[src/pfh_regs.vh]
`ifndef PFH_REGS_VH
`define PFH_REGS_VH

// AXI4-Lite register offsets (byte addresses)
`define PFH_REG_CTRL 4'h0
`define PFH_REG_ADDR 4'h4
`define PFH_REG_WDATA 4'h8
`define PFH_REG_RDATA 4'hc

// CTRL fields
`define PFH_CTRL_GO 0
`define PFH_CTRL_WRITE 1
`define PFH_CTRL_PAGE 2
`define PFH_CTRL_WORD 3
`define PFH_CTRL_BOOST 4
`define PFH_CTRL_RESET 5
`define PFH_CTRL_BUSY 8
`define PFH_CTRL_BOOSTERR 9

// Access timing in ns
`define PFH_T_RANDOM_NS 90
`define PFH_T_PAGE_NS 25
`define PFH_T_WRPULSE_NS 35
`define PFH_T_RECOVER_NS 20
`define PFH_T_RESET_NS 500
`define PFH_CLK_NS 40

`define PFH_AXI_OKAY 2'h0
`define PFH_AXI_SLVERR 2'h2

`endif

[src/pfh_timer.v]
`timescale 1ns/100ps
module pfh_timer #(
    parameter W = 8
) (
    input wire clk_i,
    input wire rst_n_i,
    input wire load_i,
    input wire [W-1:0] count_i,
    output wire done_o
);
    reg [W-1:0] cnt_q;
    reg [W-1:0] cnt_d;

    always @* begin
        cnt_d = cnt_q;
        if (load_i) begin
            cnt_d = count_i;
        end else if (cnt_q != {W{1'b0}}) begin
            cnt_d = cnt_q - {{(W-1){1'b0}}, 1'b1};
        end
    end

    always @(posedge clk_i or negedge rst_n_i) begin
        if (!rst_n_i) begin
            cnt_q <= {W{1'b0}};
        end else begin
            cnt_q <= cnt_d;
        end
    end

    // Done ignores load, so a caller may reload in its done cycle without a loop
    assign done_o = (cnt_q == {W{1'b0}});
endmodule // pfh_timer

[src/pfh_flash_host.v]
`timescale 1ns/100ps
`include "pfh_regs.vh"
module pfh_flash_host #(
    parameter AW = 22
) (
    input wire MCLK_I,
    input wire RESET_N_I,
    input wire [3:0] S_AXI_AWADDR_I,
    input wire S_AXI_AWVALID_I,
    output wire S_AXI_AWREADY_O,
    input wire [31:0] S_AXI_WDATA_I,
    input wire [3:0] S_AXI_WSTRB_I,
    input wire S_AXI_WVALID_I,
    output wire S_AXI_WREADY_O,
    output reg [1:0] S_AXI_BRESP_O,
    output reg S_AXI_BVALID_O,
    input wire S_AXI_BREADY_I,
    input wire [3:0] S_AXI_ARADDR_I,
    input wire S_AXI_ARVALID_I,
    output wire S_AXI_ARREADY_O,
    output reg [31:0] S_AXI_RDATA_O,
    output reg [1:0] S_AXI_RRESP_O,
    output reg S_AXI_RVALID_O,
    input wire S_AXI_RREADY_I,
    output reg [AW-1:0] FL_ADDR_O,
    input wire [15:0] FL_DQ_I,
    output reg [15:0] FL_DQ_O,
    output reg FL_DQ_OE_O,
    output reg FL_CHIP_SEL_N_O,
    output reg FL_OUT_EN_N_O,
    output reg FL_WRITE_EN_N_O,
    output reg FL_RESTART_N_O,
    output reg FL_WORD_MODE_O,
    output reg FL_PROGRAM_BOOST_O
);
    // Rounded up in integer, then cut to the timer width on purpose
    localparam integer CYC_RANDOM_INT = (`PFH_T_RANDOM_NS + `PFH_CLK_NS - 1) / `PFH_CLK_NS;
    localparam integer CYC_PAGE_INT = (`PFH_T_PAGE_NS + `PFH_CLK_NS - 1) / `PFH_CLK_NS;
    localparam integer CYC_WRPULSE_INT = (`PFH_T_WRPULSE_NS + `PFH_CLK_NS - 1) / `PFH_CLK_NS;
    localparam integer CYC_RECOVER_INT = (`PFH_T_RECOVER_NS + `PFH_CLK_NS - 1) / `PFH_CLK_NS;
    localparam integer CYC_RESET_INT = (`PFH_T_RESET_NS + `PFH_CLK_NS - 1) / `PFH_CLK_NS;
    localparam [7:0] CYC_RANDOM = CYC_RANDOM_INT[7:0];
    localparam [7:0] CYC_PAGE = CYC_PAGE_INT[7:0];
    localparam [7:0] CYC_WRPULSE = CYC_WRPULSE_INT[7:0];
    localparam [7:0] CYC_RECOVER = CYC_RECOVER_INT[7:0];
    localparam [7:0] CYC_RESET = CYC_RESET_INT[7:0];

    localparam [2:0] ST_IDLE = 3'h0;
    localparam [2:0] ST_READ = 3'h1;
    localparam [2:0] ST_WRITE = 3'h2;
    localparam [2:0] ST_RECOVER = 3'h3;
    localparam [2:0] ST_RESET = 3'h4;

    reg [2:0] st_q;
    reg [31:0] addr_q;
    reg [15:0] wdata_q;
    reg [15:0] rdata_q;
    reg word_q;
    reg boost_q;
    reg boost_err_q;
    reg page_ok_q;
    reg [AW-1:0] page_base_q;
    reg go_q;
    reg go_write_q;
    reg go_page_q;
    reg go_reset_q;
    reg aw_got_q;
    reg w_got_q;
    reg [3:0] awaddr_q;
    reg [31:0] wd_q;
    reg tmr_load;
    reg [7:0] tmr_count;
    wire tmr_done;
    wire busy = (st_q != ST_IDLE) || go_q;
    // The new address decides, not the one still on the pins
    wire same_page = page_ok_q && (addr_q[AW-1:2] == page_base_q[AW-1:2]);

    pfh_timer #(.W(8)) u_timer (
        .clk_i(MCLK_I),
        .rst_n_i(RESET_N_I),
        .load_i(tmr_load),
        .count_i(tmr_count),
        .done_o(tmr_done)
    );

    assign S_AXI_AWREADY_O = !aw_got_q && !S_AXI_BVALID_O;
    assign S_AXI_WREADY_O = !w_got_q && !S_AXI_BVALID_O;
    assign S_AXI_ARREADY_O = !S_AXI_RVALID_O;

    always @* begin
        tmr_load = 1'b0;
        tmr_count = CYC_RANDOM;
        case (st_q)
            ST_IDLE: begin
                if (go_q) begin
                    tmr_load = 1'b1;
                    if (go_reset_q) begin
                        tmr_count = CYC_RESET;
                    end else if (go_write_q) begin
                        tmr_count = CYC_WRPULSE;
                    end else if (go_page_q && same_page && !FL_CHIP_SEL_N_O) begin
                        tmr_count = CYC_PAGE;
                    end else begin
                        tmr_count = CYC_RANDOM;
                    end
                end
            end
            ST_WRITE: begin
                tmr_load = tmr_done;
                tmr_count = CYC_RECOVER;
            end
            default: begin
                tmr_load = 1'b0;
            end
        endcase
    end

    always @(posedge MCLK_I or negedge RESET_N_I) begin
        if (!RESET_N_I) begin
            aw_got_q <= 1'b0;
            w_got_q <= 1'b0;
            awaddr_q <= 4'h0;
            wd_q <= 32'h0;
            S_AXI_BVALID_O <= 1'b0;
            S_AXI_BRESP_O <= `PFH_AXI_OKAY;
            S_AXI_RVALID_O <= 1'b0;
            S_AXI_RRESP_O <= `PFH_AXI_OKAY;
            S_AXI_RDATA_O <= 32'h0;
            addr_q <= 32'h0;
            wdata_q <= 16'h0;
            word_q <= 1'b1;
            boost_q <= 1'b0;
            go_q <= 1'b0;
            go_write_q <= 1'b0;
            go_page_q <= 1'b0;
            go_reset_q <= 1'b0;
            boost_err_q <= 1'b0;
        end else begin
            if (S_AXI_AWVALID_I && S_AXI_AWREADY_O) begin
                aw_got_q <= 1'b1;
                awaddr_q <= S_AXI_AWADDR_I;
            end
            if (S_AXI_WVALID_I && S_AXI_WREADY_O) begin
                w_got_q <= 1'b1;
                wd_q <= S_AXI_WDATA_I;
            end
            if (st_q == ST_IDLE && go_q) begin
                go_q <= 1'b0;
            end
            if (aw_got_q && w_got_q) begin
                aw_got_q <= 1'b0;
                w_got_q <= 1'b0;
                S_AXI_BVALID_O <= 1'b1;
                S_AXI_BRESP_O <= `PFH_AXI_OKAY;
                case (awaddr_q)
                    `PFH_REG_CTRL: begin
                        if (busy) begin
                            S_AXI_BRESP_O <= `PFH_AXI_SLVERR;
                        end else begin
                            word_q <= wd_q[`PFH_CTRL_WORD];
                            boost_q <= wd_q[`PFH_CTRL_BOOST];
                            if (wd_q[`PFH_CTRL_WRITE] && wd_q[`PFH_CTRL_BOOST] == 1'b0) begin
                                boost_err_q <= 1'b0;
                            end
                            if (wd_q[`PFH_CTRL_BOOST] && !wd_q[`PFH_CTRL_WRITE]) begin
                                boost_err_q <= 1'b1;
                                boost_q <= 1'b0;
                            end
                            go_q <= wd_q[`PFH_CTRL_GO] | wd_q[`PFH_CTRL_RESET];
                            go_write_q <= wd_q[`PFH_CTRL_WRITE];
                            go_page_q <= wd_q[`PFH_CTRL_PAGE];
                            go_reset_q <= wd_q[`PFH_CTRL_RESET];
                        end
                    end
                    `PFH_REG_ADDR: begin
                        addr_q <= wd_q;
                    end
                    `PFH_REG_WDATA: begin
                        wdata_q <= wd_q[15:0];
                    end
                    `PFH_REG_RDATA: begin
                        S_AXI_BRESP_O <= `PFH_AXI_OKAY;
                    end
                    default: begin
                        S_AXI_BRESP_O <= `PFH_AXI_SLVERR;
                    end
                endcase
            end
            if (S_AXI_BVALID_O && S_AXI_BREADY_I) begin
                S_AXI_BVALID_O <= 1'b0;
            end
            if (S_AXI_ARVALID_I && S_AXI_ARREADY_O) begin
                S_AXI_RVALID_O <= 1'b1;
                S_AXI_RRESP_O <= `PFH_AXI_OKAY;
                case (S_AXI_ARADDR_I)
                    `PFH_REG_CTRL: begin
                        S_AXI_RDATA_O <= {22'h0, boost_err_q, busy, 3'h0, boost_q, word_q, 3'h0};
                    end
                    `PFH_REG_ADDR: begin
                        S_AXI_RDATA_O <= addr_q;
                    end
                    `PFH_REG_WDATA: begin
                        S_AXI_RDATA_O <= {16'h0, wdata_q};
                    end
                    `PFH_REG_RDATA: begin
                        S_AXI_RDATA_O <= {16'h0, rdata_q};
                    end
                    default: begin
                        S_AXI_RDATA_O <= 32'h0;
                        S_AXI_RRESP_O <= `PFH_AXI_SLVERR;
                    end
                endcase
            end else if (S_AXI_RVALID_O && S_AXI_RREADY_I) begin
                S_AXI_RVALID_O <= 1'b0;
            end
        end
    end

    // Flash bus sequencing
    always @(posedge MCLK_I or negedge RESET_N_I) begin
        if (!RESET_N_I) begin
            st_q <= ST_IDLE;
            FL_ADDR_O <= {AW{1'b0}};
            FL_DQ_O <= 16'h0;
            FL_DQ_OE_O <= 1'b0;
            FL_CHIP_SEL_N_O <= 1'b1;
            FL_OUT_EN_N_O <= 1'b1;
            FL_WRITE_EN_N_O <= 1'b1;
            FL_RESTART_N_O <= 1'b0;
            FL_WORD_MODE_O <= 1'b1;
            FL_PROGRAM_BOOST_O <= 1'b0;
            rdata_q <= 16'h0;
            page_ok_q <= 1'b0;
            page_base_q <= {AW{1'b0}};
        end else begin
            FL_WORD_MODE_O <= word_q;
            case (st_q)
                ST_IDLE: begin
                    FL_RESTART_N_O <= 1'b1;
                    if (go_q) begin
                        FL_ADDR_O <= addr_q[AW-1:0];
                        if (go_reset_q) begin
                            FL_RESTART_N_O <= 1'b0;
                            FL_CHIP_SEL_N_O <= 1'b1;
                            FL_OUT_EN_N_O <= 1'b1;
                            page_ok_q <= 1'b0;
                            st_q <= ST_RESET;
                        end else if (go_write_q) begin
                            FL_CHIP_SEL_N_O <= 1'b0;
                            FL_OUT_EN_N_O <= 1'b1;
                            FL_WRITE_EN_N_O <= 1'b0;
                            FL_DQ_O <= word_q ? wdata_q : {8'h00, wdata_q[7:0]};
                            FL_DQ_OE_O <= 1'b1;
                            FL_PROGRAM_BOOST_O <= boost_q;
                            page_ok_q <= 1'b0;
                            st_q <= ST_WRITE;
                        end else begin
                            FL_CHIP_SEL_N_O <= 1'b0;
                            FL_OUT_EN_N_O <= 1'b0;
                            FL_WRITE_EN_N_O <= 1'b1;
                            FL_DQ_OE_O <= 1'b0;
                            st_q <= ST_READ;
                        end
                    end
                end
                ST_READ: begin
                    if (tmr_done) begin
                        rdata_q <= word_q ? FL_DQ_I : {8'h00, FL_DQ_I[7:0]};
                        page_base_q <= FL_ADDR_O;
                        page_ok_q <= go_page_q;
                        // Page mode keeps select low so the next same-page access stays fast
                        if (!go_page_q) begin
                            FL_CHIP_SEL_N_O <= 1'b1;
                            FL_OUT_EN_N_O <= 1'b1;
                        end
                        st_q <= ST_IDLE;
                    end
                end
                ST_WRITE: begin
                    if (tmr_done) begin
                        FL_WRITE_EN_N_O <= 1'b1;
                        FL_CHIP_SEL_N_O <= 1'b1;
                        st_q <= ST_RECOVER;
                    end
                end
                ST_RECOVER: begin
                    if (tmr_done) begin
                        FL_DQ_OE_O <= 1'b0;
                        FL_PROGRAM_BOOST_O <= 1'b0;
                        st_q <= ST_IDLE;
                    end
                end
                ST_RESET: begin
                    if (tmr_done) begin
                        FL_RESTART_N_O <= 1'b1;
                        st_q <= ST_IDLE;
                    end
                end
                default: begin
                    st_q <= ST_IDLE;
                end
            endcase
        end
    end
endmodule // pfh_flash_host

[config.mk]
export PLATFORM = sky130hd
export DESIGN_NAME = pfh_flash_host
export DESIGN_NICKNAME = d
export VERILOG_FILES = /design/src/pfh_timer.v /design/src/pfh_flash_host.v
export VERILOG_INCLUDE_DIRS = /design/src
export SDC_FILE = /design/constraint.sdc
export NUM_CORES = 1
export LEC_CHECK = 0
export BUFFER_PORTS_ARGS = -buffer_cell sky130_fd_sc_hd__buf_2
export CORE_MARGIN = 1.5
export CORE_UTILIZATION = 50
export CTS_CLUSTER_DIAMETER = 30
export CTS_CLUSTER_SIZE = 12
export DETAILED_ROUTE_END_ITERATION = 7
export HOLD_SLACK_MARGIN = 0.03
export PLACE_DENSITY = 0.72
export SLEW_MARGIN = 0
export SYNTH_ARGS = -nofsm -noshare
export SYNTH_HDL_FRONTEND = slang
export SYNTH_SLANG_ARGS = --single-unit
[constraint.sdc]
create_clock -name MCLK_I -period 4.9 [get_ports MCLK_I]
set_input_delay 0.98 -clock MCLK_I [delete_from_list [all_inputs] [get_ports MCLK_I]]
set_output_delay 0.98 -clock MCLK_I [all_outputs]
set_load 0.1 [all_outputs]
==> impl_metrics.ini <==
[placement]
place_congestion = 0.792
placed_cell_area_mm2 = 0.0103
portBuffers = 146
post-dp-hpwl_um = 14400

[finish]
mostFrequentLayoutCells = dfrtp_1 (217), nand2_1 (183), buf_2 (145), mux2_2 (104), o21ai_0 (63)
insertedDiodeCount = 0
finish.instance_area_mm2 = 0.0119
drive_gt1_share_pct = 37.9
final_common_cell = dfrtp_1
areaGrowthSynthToFinish_pct = 25.9
n_fill_cell = 1406
nets = 1021

[route]
drt_iter0_drc = 399
drc_errors = 0
dr_total_vias = 6579
dr.pass1.iters = 5
drt_wl_total_um = 22600
antenna_left = 0
wire_per_inst_um = 18.5
vias_per_cell = 5.39

[synthesis]
synth-adder-area-share_pct = 0.531
synthMuxAreaShare_pct = 16.9
synth_compound_area_share_pct = 6.60
yosysWarnings = 0
synth_xor_area_share_pct = 2.42
syn_inst = 795
synth_top_family_by_area = multiplexers
synth_edf_count = 0
syn_area_mm2 = 0.00942
synth_area_per_cell_um2 = 11.9
yosys.area_share.simple_pct = 11.7
ys_ff_latch = 222
ys_async_sr_fraction_pct = 100
synthFlopType = dfrtp_1
ys_seq_area_share_pct = 59.0
synth_cell_types = 57

[clock_network]
htree_levels = 2
clkTransAtPathRegs_ns = 0.05
cts_sinks = 222
ctsHoldBuffers = 0
clockBufferDepth = 3
cts_buffers = 44
cts_tree = done
root_buffer = clkbuf_16
postCtsSetupBuffers = 0
post_cts_resized = 0
insertion_delay_ns = 0.53

[floorplan]
fp.dieH_um = 140
start_util_pct = 50.7
top_level_ports = 153
core_area_mm2 = 0.0186
die_w_um = 140
num_rows = 50
dieArea_mm2 = 0.0197

[sta]
maxSlewViolCount = 0
setup_viol = 0
min_period_ns = 2.64
worst_slew_pin_slew_ns = 1.12
finalClockSkew_ns = 0.0263
relSlewSlack_pct = 24.9
hold_violations = 0
finalSetupTns_ns = 0
period_share_pct = 53.8
rsz0062_at_grt = no
fmax_mhz = 379

[outcome]
status = completed

[setup_path]
r2r_cells = 5
critPathCapture = rdata_q[1]
cp_data_required_time_ns = 5.29
start_kind = flop
crit_start = u_timer.cnt_q[0]
cp_data_arrival_time_ns = 3.03
criticalPathCategory = flop to flop
worst_r2r_endpoint = rdata_q[1]
cp_max_fo = 45
timing.rr.start = u_timer.cnt_q[0]
r2r_slack_ns = 2.26
cp-end-kind = flop

[power]
power.static_leakage_uw = 0.00602
irDropWorstVdd_mv = 0.681
power.density_mw_per_mm2 = 690

[global_routing]
grt_pass1_wl_um = 35900
overflow = 0
grt_max_degree = 137
antenna_found_initial = 0
grt_pass1_vias = 6641
grt_use_total_pct = 23.4

[run]
drv_cap = 0

[worst_hold_path]
min_path_type = flop to flop
hold_depth = 2
-- flip-flops by register name, indices dropped and copies added, names as in the netlist, 3 cells and up --
register	cells
S_AXI_RDATA_O	32
addr_q	32
wd_q	32
FL_ADDR_O	22
page_base_q	20
FL_DQ_O	16
rdata_q	16
wdata_q	16
u_timer.cnt_q	8
awaddr_q	4
st_q	3
-- area by class of cell --
class,count,area [um^2],share of cell area [%]
Sequential cell,222,5560,46.9
Multi-Input combinational cell,520,3620,30.5
Clock buffer,59,1280,10.8
Timing Repair Buffer,152,798,6.73
Tap cell,234,293,2.47
Clock inverter,23,267,2.25
Inverter,10,37.5,0.317
-- worst min path at each step --
stage,endpoint,slack [ns],start
finish,FL_DQ_O[11],0.46,FL_DQ_O[11]
global route,FL_DQ_O[1],0.49,FL_DQ_O[1]
CTS,FL_DQ_O[11],0.47,FL_DQ_O[11]
detailed placement,FL_DQ_O[11],0.45,FL_DQ_O[11]
global placement,FL_DQ_O[11],0.45,FL_DQ_O[11]
floorplan,FL_WORD_MODE_O,0.35,word_q
-- critical path, stage by stage, from the launching register on --
cell,delay (ns)
dfrtp_1,0.37
inv_1,0.12
ha_1,0.20
or3b_2,0.55
or4_4,0.84
mux2_4,0.41
-- metrics by stage --
| stage | util, % | cells | setup slack (ns) | total power [uW] | hold slack (ns) |
|---|---|---|---|---|---|
| global route | 63.8 | 1220 | 2.15 | 8540 | 0.495 |
| floorplan | - | 796 | 1.37 | 4610 | 0.353 |
| detailed placement | 55.5 | 1138 | 1.92 | 5160 | 0.451 |
| global placement | 55.5 | 1138 | 2.00 | 5100 | 0.448 |
| CTS | 63.8 | 1220 | 2.27 | 8240 | 0.465 |
| finish | 63.8 | 1220 | 2.26 | 8190 | 0.464 |
-- cell usage after synthesis (all sizes together), types with 8 or more instances --
cell type	count	share of area, %
nand3	11	0.58
mux2	127	16
a22oi	12	0.96
a21oi	8	0.46
xnor2	8	0.74
dfrtp	217	58
inv	10	0.40
o21ai	63	3.3
clkbuf	31	1.2
xor2	18	1.7
nor2	15	0.60
buf	13	1.2
nand2	184	7.3
-- kinds of logic after synthesis --
kind of cell	Yosys count
AND/OR/NAND/NOR	251
flip-flops	222
multiplexers	133
AO/OA/AOI/OAI	104
buffers and inverters	54
XOR/XNOR	26
adder cells (fa/ha/maj)	4
other	1
-- per-layer routing --
metal,up-vias,track usage (%),share of wire [%]
met5,-,0,0
met4,0,8.31,2.8
met3,51,4.41,5.3
met2,203,36.8,47
met1,3278,32.9,45
li1,3047,-,-
-- report_power, final --
part	internal [uW]	switching (uW)
registers	2380	493
logic	712	1560
clock network	2050	991
Note: power is estimated with default switching activity, not from simulation.
